File: src/pie_pkg.sv
// Constants, source table and carrier types of the peripheral interrupt expander
// Behaviour
// Reset outranks all, unmaskable, vector 0000h
// Pin irqs a/b: line one, 0001h/0011h
// Serial rx/tx: line one, 0006h/0007h
// Timer a period: line two, 0027h
// Timer a compare: line two, 0028h
// Timer a under/overflow: line two, 0029h/002Ah
// Timer b period: line three, 002Bh
// Timer b compare: line three, 002Ch
// Timer b under/overflow: line three, 002Dh/002Eh
// Compare units line two; captures line four
// Smallest priority number wins at acknowledge
// Request equals flag gated by enable
// Core request: two-cycle low pulse on activation
// Still active after acknowledge: pulse again
// Acknowledge with nothing pending loads 0000h
package pie_pkg;
  localparam int NUM_SRC = 20;
  localparam int NUM_LINES = 4;
  localparam logic [15:0] RESET_VECTOR = 16'h0000;
  localparam logic [15:0] PHANTOM_CODE = 16'h0000;
  localparam logic [1:0] PULSE_CYCLES = 2'h2;
  // Program address seen on acknowledge, one per core line
  localparam logic [15:0] LINE_ADDR [NUM_LINES] = '{16'h0002, 16'h0004, 16'h0006, 16'h0008};
  // Index is the request bit (0.0 .. 0.15, then 1.0 .. 1.3) and the priority order
  localparam logic [1:0] SRC_LINE [NUM_SRC] = '{
    2'h0, 2'h0, 2'h0, 2'h0, 2'h0, 2'h0,
    2'h1, 2'h1, 2'h1, 2'h1, 2'h1, 2'h1, 2'h1,
    2'h2, 2'h2, 2'h2, 2'h2,
    2'h3, 2'h3, 2'h3};
  localparam logic [15:0] SRC_CODE [NUM_SRC] = '{
    16'h0020, 16'h0004,
    16'h0001, 16'h0011,
    16'h0006, 16'h0007,
    16'h0021, 16'h0022, 16'h0023,
    16'h0027,
    16'h0028,
    16'h0029, 16'h002A,
    16'h002B,
    16'h002C,
    16'h002D, 16'h002E,
    16'h0033, 16'h0034, 16'h0035};
  typedef struct packed {
    logic [NUM_SRC-1:0] flag;
    logic [NUM_SRC-1:0] enable;
  } source_bus_t;
  typedef struct packed {
    logic valid;
    logic [15:0] addr;
  } ack_bus_t;
endpackage

File: src/peripheral_irq_expander.sv
// Peripheral interrupt expander: request pulses, priority pick and vector register
`timescale 1ns/1ns
module peripheral_irq_expander (
  input wire logic clk_i,
  input wire logic rst_b_i,
  input wire pie_pkg::source_bus_t src_i,
  input wire pie_pkg::ack_bus_t ack_i,
  output logic [pie_pkg::NUM_SRC-1:0] pending_request_bits_o,
  output logic [pie_pkg::NUM_SRC-1:0] acknowledge_bits_o,
  output logic [15:0] source_vector_register_o,
  output logic [pie_pkg::NUM_LINES-1:0] line_req_b_o,
  output logic [15:0] boot_vector_o
);
  localparam int NS = pie_pkg::NUM_SRC;
  localparam int NL = pie_pkg::NUM_LINES;

  // Returns {found, index} of the lowest-numbered pending source on a line
  function automatic logic [5:0] pick_src(input logic [NS-1:0] pend, input logic [1:0] line);
    logic [5:0] r;
    r = 6'h00;
    for (int i = NS - 1; i >= 0; i--) begin
      if (pend[i] && pie_pkg::SRC_LINE[i] == line) begin
        r = {1'b1, 5'(i)};
      end
    end
    return r;
  endfunction

  // Returns {hit, line} for the program address shown on acknowledge
  function automatic logic [2:0] decode_line(input logic [15:0] addr);
    logic [2:0] r;
    r = 3'h0;
    for (int l = 0; l < NL; l++) begin
      if (addr == pie_pkg::LINE_ADDR[l]) begin
        r = {1'b1, 2'(l)};
      end
    end
    return r;
  endfunction

  logic [NS-1:0] pend;
  logic [NL-1:0] line_any;
  logic [2:0] ack_dec;
  logic ack_hit;
  logic [1:0] ack_line;
  logic [5:0] pick;

  // Combinational so a cleared flag drops its request at once
  assign pend = src_i.flag & src_i.enable;
  assign pending_request_bits_o = pend;
  assign ack_dec = decode_line(ack_i.addr);
  assign ack_hit = ack_i.valid & ack_dec[2];
  assign ack_line = ack_dec[1:0];
  assign pick = pick_src(pend, ack_line);

  always_comb begin
    line_any = '0;
    for (int i = 0; i < NS; i++) begin
      if (pend[i]) begin
        line_any[pie_pkg::SRC_LINE[i]] = 1'b1;
      end
    end
  end

  // Acknowledge side: vector register and clear strobes
  logic [15:0] vec_q, vec_d;
  logic [NS-1:0] ackbits_q, ackbits_d;
  logic [NL-1:0] ack_seen_q, ack_seen_d;

  always_comb begin
    vec_d = vec_q;
    ackbits_d = '0;
    ack_seen_d = '0;
    if (ack_hit) begin
      ack_seen_d[ack_line] = 1'b1;
      if (pick[5]) begin
        vec_d = pie_pkg::SRC_CODE[pick[4:0]];
        ackbits_d[pick[4:0]] = 1'b1;
      end else begin
        // Flag cleared before the acknowledge, or a software trap to this line
        vec_d = pie_pkg::PHANTOM_CODE;
      end
    end
  end

  always_ff @(posedge clk_i or negedge rst_b_i) begin
    if (!rst_b_i) begin
      vec_q <= pie_pkg::RESET_VECTOR;
      ackbits_q <= '0;
      ack_seen_q <= '0;
    end else begin
      vec_q <= vec_d;
      ackbits_q <= ackbits_d;
      ack_seen_q <= ack_seen_d;
    end
  end

  assign source_vector_register_o = vec_q;
  assign acknowledge_bits_o = ackbits_q;

  // Request side: one two-cycle low pulse per line
  logic [NL-1:0] any_prev_q, any_prev_d;
  logic [NL-1:0][1:0] cnt_q, cnt_d;
  logic [NL-1:0] req_b_q, req_b_d;
  logic [NL-1:0] trig;
  logic [NL-1:0] line_left;

  // The source cleared by its own strobe would otherwise re-request once, as a phantom
  always_comb begin
    line_left = '0;
    for (int i = 0; i < NS; i++) begin
      if (pend[i] && !ackbits_q[i]) begin
        line_left[pie_pkg::SRC_LINE[i]] = 1'b1;
      end
    end
  end

  always_comb begin
    any_prev_d = line_any;
    for (int l = 0; l < NL; l++) begin
      trig[l] = (line_any[l] & ~any_prev_q[l]) | (ack_seen_q[l] & line_left[l]);
      // A trigger inside a running pulse is folded into it: the core sees one request
      if (cnt_q[l] == 2'h0) begin
        cnt_d[l] = trig[l] ? pie_pkg::PULSE_CYCLES : 2'h0;
      end else begin
        cnt_d[l] = cnt_q[l] - 2'h1;
      end
      req_b_d[l] = (cnt_d[l] == 2'h0);
    end
  end

  always_ff @(posedge clk_i or negedge rst_b_i) begin
    if (!rst_b_i) begin
      any_prev_q <= '0;
      cnt_q <= '0;
      req_b_q <= '1;
    end else begin
      any_prev_q <= any_prev_d;
      cnt_q <= cnt_d;
      req_b_q <= req_b_d;
    end
  end

  assign line_req_b_o = req_b_q;
  // Reset is never masked: the core always restarts from this address
  assign boot_vector_o = pie_pkg::RESET_VECTOR;

  // Checks
  property p_reset_quiet;
    @(posedge clk_i) $rose(rst_b_i) |-> line_req_b_o == '1 && source_vector_register_o == 16'h0000;
  endproperty
  a_reset_quiet: assert property (p_reset_quiet) else $error("not idle after reset");

  property p_ext_pin;
    @(posedge clk_i) disable iff (!rst_b_i)
      ack_i.valid && ack_i.addr == 16'h0002 && pend[2] && !(|pend[1:0])
      |=> source_vector_register_o == 16'h0001;
  endproperty
  a_ext_pin: assert property (p_ext_pin) else $error("pin irq code wrong");

  property p_serial;
    @(posedge clk_i) disable iff (!rst_b_i)
      ack_i.valid && ack_i.addr == 16'h0002 && pend[5] && !(|pend[4:0])
      |=> source_vector_register_o == 16'h0007 && acknowledge_bits_o[5];
  endproperty
  a_serial: assert property (p_serial) else $error("serial tx code wrong");

  property p_timer_a;
    @(posedge clk_i) disable iff (!rst_b_i)
      ack_i.valid && ack_i.addr == 16'h0004 && pend[9] && !(|pend[8:6])
      |=> source_vector_register_o == 16'h0027;
  endproperty
  a_timer_a: assert property (p_timer_a) else $error("timer a period code wrong");

  property p_timer_b;
    @(posedge clk_i) disable iff (!rst_b_i)
      ack_i.valid && ack_i.addr == 16'h0006 && pend[16] && !(|pend[15:13])
      |=> source_vector_register_o == 16'h002E;
  endproperty
  a_timer_b: assert property (p_timer_b) else $error("timer b overflow code wrong");

  property p_timer_a_cmp;
    @(posedge clk_i) disable iff (!rst_b_i)
      ack_i.valid && ack_i.addr == 16'h0004 && pend[10] && !(|pend[9:6])
      |=> source_vector_register_o == 16'h0028 && acknowledge_bits_o[10];
  endproperty
  a_timer_a_cmp: assert property (p_timer_a_cmp) else $error("timer a compare code wrong");

  property p_timer_b_per;
    @(posedge clk_i) disable iff (!rst_b_i)
      ack_i.valid && ack_i.addr == 16'h0006 && pend[13]
      |=> source_vector_register_o == 16'h002B && acknowledge_bits_o[13];
  endproperty
  a_timer_b_per: assert property (p_timer_b_per) else $error("timer b period code wrong");

  property p_capture;
    @(posedge clk_i) disable iff (!rst_b_i)
      ack_i.valid && ack_i.addr == 16'h0008 && pend[17]
      |=> source_vector_register_o == 16'h0033 && acknowledge_bits_o[17];
  endproperty
  a_capture: assert property (p_capture) else $error("capture code wrong");

  property p_pick;
    @(posedge clk_i) disable iff (!rst_b_i)
      ack_hit && pick[5] |=> $onehot(acknowledge_bits_o)
        && acknowledge_bits_o[$past(pick[4:0])]
        && source_vector_register_o == pie_pkg::SRC_CODE[$past(pick[4:0])];
  endproperty
  a_pick: assert property (p_pick) else $error("priority pick wrong");

  property p_gate;
    @(posedge clk_i) disable iff (!rst_b_i)
      (acknowledge_bits_o & ~$past(pending_request_bits_o)) == '0;
  endproperty
  a_gate: assert property (p_gate) else $error("clear strobe to a source not requesting");

  property p_pulse;
    @(posedge clk_i) disable iff (!rst_b_i)
      $fell(line_req_b_o[0]) |=> !line_req_b_o[0] ##1 line_req_b_o[0];
  endproperty
  a_pulse: assert property (p_pulse) else $error("request pulse not two cycles");

  property p_retrig;
    @(posedge clk_i) disable iff (!rst_b_i)
      ack_seen_q[1] && line_left[1] && cnt_q[1] == 2'h0 |=> !line_req_b_o[1];
  endproperty
  a_retrig: assert property (p_retrig) else $error("no repeat request");

  property p_phantom;
    @(posedge clk_i) disable iff (!rst_b_i)
      ack_hit && !pick[5] |=> source_vector_register_o == 16'h0000 && acknowledge_bits_o == '0;
  endproperty
  a_phantom: assert property (p_phantom) else $error("phantom code not loaded");

  c_phantom: cover property (@(posedge clk_i) disable iff (!rst_b_i) ack_hit && !pick[5]);
  c_retrig: cover property (@(posedge clk_i) disable iff (!rst_b_i) ack_seen_q[0] && trig[0]);
  c_capture: cover property (@(posedge clk_i) disable iff (!rst_b_i) ack_hit && ack_line == 2'h3
    && pick[5]);
endmodule

File: config.mk
export PLATFORM = sky130hd
export DESIGN_NAME = peripheral_irq_expander
export DESIGN_NICKNAME = d
export VERILOG_FILES = /design/src/pie_pkg.sv /design/src/peripheral_irq_expander.sv
export SDC_FILE = /design/constraint.sdc
export NUM_CORES = 1
export LEC_CHECK = 0
export ABC_CLOCK_PERIOD_IN_PS = 1200
export BUFFER_PORTS_ARGS = -buffer_cell sky130_fd_sc_hd__buf_2
export CORE_ASPECT_RATIO = 1.2
export CORE_MARGIN = 2
export CORE_UTILIZATION = 45
export CTS_CLUSTER_DIAMETER = 60
export CTS_CLUSTER_SIZE = 28
export DETAILED_ROUTE_END_ITERATION = 7
export PLACE_DENSITY = 0.79
export SKIP_CTS_REPAIR_TIMING = 1
export SLEW_MARGIN = 5
export SYNTH_ARGS = -nofsm -noshare
export SYNTH_HDL_FRONTEND = slang
export SYNTH_SLANG_ARGS = --single-unit
File: constraint.sdc
create_clock -name clk_i -period 1.2 [get_ports clk_i]
set_input_delay 0.12 -clock clk_i [delete_from_list [all_inputs] [get_ports clk_i]]
set_output_delay 0.12 -clock clk_i [all_outputs]
set_load 0.005 [all_outputs]
==> results.py <==
metrics = {
    "synthesis": {
        "yosysTopAreaCellShare": 0.3843,
        "yosys_warnings": 0,
        "synthArstFlopShare": 1.000,
        "synth.area.top_cells": "dfrtp_1 (38%), buf_4 (7.4%), nand2_1 (4.9%)",
        "yosys.area.top_type": "dfrtp_1",
        "synth_cells": 293,
        "synth_area_per_cell_um2": 9.335,
        "ys_seq_area_frac": 0.4227,
        "synth-main-ff-cell": "dfrtp_1",
        "synth_edf_count": 0,
        "yosys_register_bits": 46,
        "syn_area_um2": 2735,
        "yosysUniqueCellTypes": 62,
    },
    "place": {
        "dp_hpwl_um": 6775,
        "gp_congestion": 0.8866,
        "io_buffers": 108,
        "post-place-ws_ns": -1.199,
        "placed_cells": 571,
    },
    "power": {
        "p_seq_frac": 0.423,
        "p_comb_frac": 0.255,
        "ir_worst_vdd_mv": 0.8618,
        "totalPowerFinal_w": 0.004439,
        "p_leak_nw": 2.456,
        "swShare": 0.2738,
        "netSwitchingPower_w": 0.001216,
        "internal-power_w": 0.003224,
        "power_density_nw_per_um2": 967.3,
        "clock_power_share": 0.322,
    },
    "clock_tree": {
        "clk-insertion-delay-late_ns": 0.30,
        "cts_root_buffer": "clkbuf_8",
        "tritoncts": "done",
        "htreeDepth": 2,
        "numCtsBuffers": 5,
        "clk_pin_slew_ns": 0.09,
        "clock-sinks": 46,
        "cts.path.max_buffers": 2,
    },
    "layout": {
        "diodes": 0,
        "nNetsFinal": 579,
        "drive_gt1_frac": 0.5806,
        "seqCellArea_um2": 1156,
        "fill_cells": 389,
        "stdcell_count": 597,
        "areaGrowthSynthToFinish_pct": 67.80,
        "multi_input_area_um2": 1635,
    },
    "setup_path": {
        "endpoint_kind": "flop",
        "arrival_ns": 2.35,
        "path_max_fanout": 5,
        "startpoint_type": "input pin",
        "required_ns": 1.41,
        "timing_worst_setup_path_type": "input pin to flop",
    },
    "sta": {
        "rsz0062_at_grt": "yes",
        "period_share": 1.786,
        "hold_viol": 0,
        "min_period_ns": 2.144,
        "fin_ws_ns": -0.9436,
        "tightest_slew_ns": 0.5062,
        "fmax_mhz": 466.5,
        "clock_skew_ns": 0.006573,
        "slew_headroom": 0.6610,
        "final_max_slew_viol_count": 0,
        "setup_violations": 31,
    },
    "floorplanning": {
        "die_w_um": 75.17,
        "fp.dieH_um": 89.41,
        "core_um2": 5973,
        "start_util": 0.4579,
        "std_cell_rows": 31,
        "dieArea_um2": 6721,
        "ios": 135,
    },
    "run_status": {
        "violations": "negative setup slack",
        "outcome": "finished with violations",
    },
    "detailed_routing": {
        "drt_iter0_markers": 276,
        "routed_via_density": 5.529,
        "dr.pass1.iters": 5,
        "ant_nets": 0,
        "num_vias": 3301,
        "wl_per_cell_um": 18.38,
        "drc_errors": 0,
        "wl_um": 10970,
    },
    "grt": {
        "grt_overflow_total": 0,
        "grt_max_degree": 47,
        "grt_pass1_vias": 2901,
        "grt_usage": 0.2526,
        "grt_pass1_wl_um": 12920,
        "antenna_found_initial": 0,
    },
    "worst_hold_path": {
        "min_path_type": "input pin to flop",
    },
    "run": {
        "maxCapViolCount": 0,
    },
}
-- layer usage --
| layer | global-route usage | part of all wire | wire length [um] |
|---|---|---|---|
| met1 | 0.2852 | 0.34 | 3722 |
| met2 | 0.4522 | 0.51 | 5636 |
| met4 | 0.1180 | 0.065 | 716 |
| met3 | 0.04961 | 0.082 | 896 |
| met5 | 0 | 0 | 0 |
-- state kept, by name, summed over array words and instances, names as in the netlist --
name / count
source_vector_register_o: 6
any_prev_q: 4
acknowledge_bits_o: 20
ack_seen_q: 4
cnt_q: 8
line_req_b_o: 4
-- Yosys cell counts, types with 2 or more instances --
library cell  instances
a2111oi_2             2
a211o_1               5
a21oi_1              11
a22o_1                5
a22oi_1               5
and2_1                4
buf_4                27
dfrtp_1              42
dfstp_2               4
ha_1                  6
inv_1                25
nand2_1              36
nand2b_1              5
nand3_1               4
nor2_1               35
nor2b_1               6
nor3_1                5
nor4_4                2
o211ai_1              4
o21ai_0               7
o21ai_1               2
o22ai_1              11
-- stage by stage --
step	hold WS (ns)	util	TNS (ns)	cell area, um^2
after floorplan	-0.1756	-	-20.38	2885
after CTS	-0.2070	0.6946	-21.03	4149
after global routing	0.1104	0.7683	-22.70	4589
final	0.09184	0.7683	-21.36	4589
after global placement	0.1130	0.6707	-28.75	4006
after detailed placement	0.1194	0.6707	-31.76	4006
-- power groups by stage --
stage	clock, W	combinational (W)	sequential [W]
floorplan	0	0.000500	0.00190
global route	0.00151	0.00124	0.00190
detailed placement	0	0.000993	0.00190
CTS	0.00144	0.00100	0.00187
global placement	0	0.000962	0.00189
finish	0.00143	0.00113	0.00188
-- layout by cell type, fill, tap and decap left out, types with 3 or more instances in the layout --
cell      Yosys  layout
buf_2         0     105
buf_4        27      94
dfrtp_1      42      42
nand2_1      36      28
conb_1        1      26
inv_1        25      24
nor2_1       35      22
buf_6         1      17
a21oi_1      11       9
o22ai_1      11       8
nor2_2        0       7
nand2_2       1       6
nor2b_1       6       6
nor2_4        0       6
clkbuf_8      0       6
nand2b_1      5       5
o21ai_0       7       5
a22o_1        5       5
nor3_2        1       4
o21ai_1       2       4
o211ai_1      4       4
dfstp_2       4       4
a21oi_2       1       3
and2_4        1       3
a211o_1       5       3
nand3_1       4       3
a22oi_2       1       3
a22oi_1       5       3
o22ai_2       0       3
ha_1          6       3
-- worst paths after layout --
check                                                      from                                      end  slack [ns]  cells past startpoint
max in group asynchronous                               rst_b_i                line_req_b_o[3]$_DFF_PN1_        0.61                      3
min in group asynchronous                               rst_b_i                       cnt_q[5]$_DFF_PN0_        0.31                      3
worst max-delay path                                   ack_i[1]  source_vector_register_o[0]$_DFFE_PN0P_       -0.94                     12
worst max register to register  acknowledge_bits_o[5]$_DFF_PN0_                       cnt_q[1]$_DFF_PN0_       -0.05                      5
worst min-delay path                                  ack_i[16]                  ack_seen_q[3]$_DFF_PN0_        0.09                      2
worst min register to register               cnt_q[3]$_DFF_PN0_                line_req_b_o[1]$_DFF_PN1_        0.40                      1
-- critical path, stage by stage --
cell and delay [ns]:
buf_2 0.13, or3b_4 0.44, nand2_1 0.20, nand2_4 0.10, a21oi_2 0.15, o21ai_1 0.08
a211o_1 0.33, and2_4 0.21, ha_2 0.19, nand2_1 0.07, a21boi_1 0.10, o31ai_2 0.22
-- area by class of cell --
type	count	area share
Clock inverter	2	0.01309
Inverter	26	0.02181
Multi-Input combinational cell	217	0.3563
Tap cell	82	0.02236
Timing Repair Buffer	218	0.3165
Clock buffer	6	0.01799
Sequential cell	46	0.2519
-- cells by family after synthesis --
| group | Yosys count | share of synthesized area |
|---|---|---|
| AND/OR/NAND/NOR | 113 | 0.2191 |
| AO/OA/AOI/OAI | 71 | 0.2109 |
| adder cells (fa/ha/maj) | 6 | 0.02745 |
| other | 1 | 0.001371 |
| flip-flops | 46 | 0.4227 |
| XOR/XNOR | 1 | 0.003203 |
| buffers and inverters | 55 | 0.1153 |
Note: power is estimated with default switching activity, not from simulation.
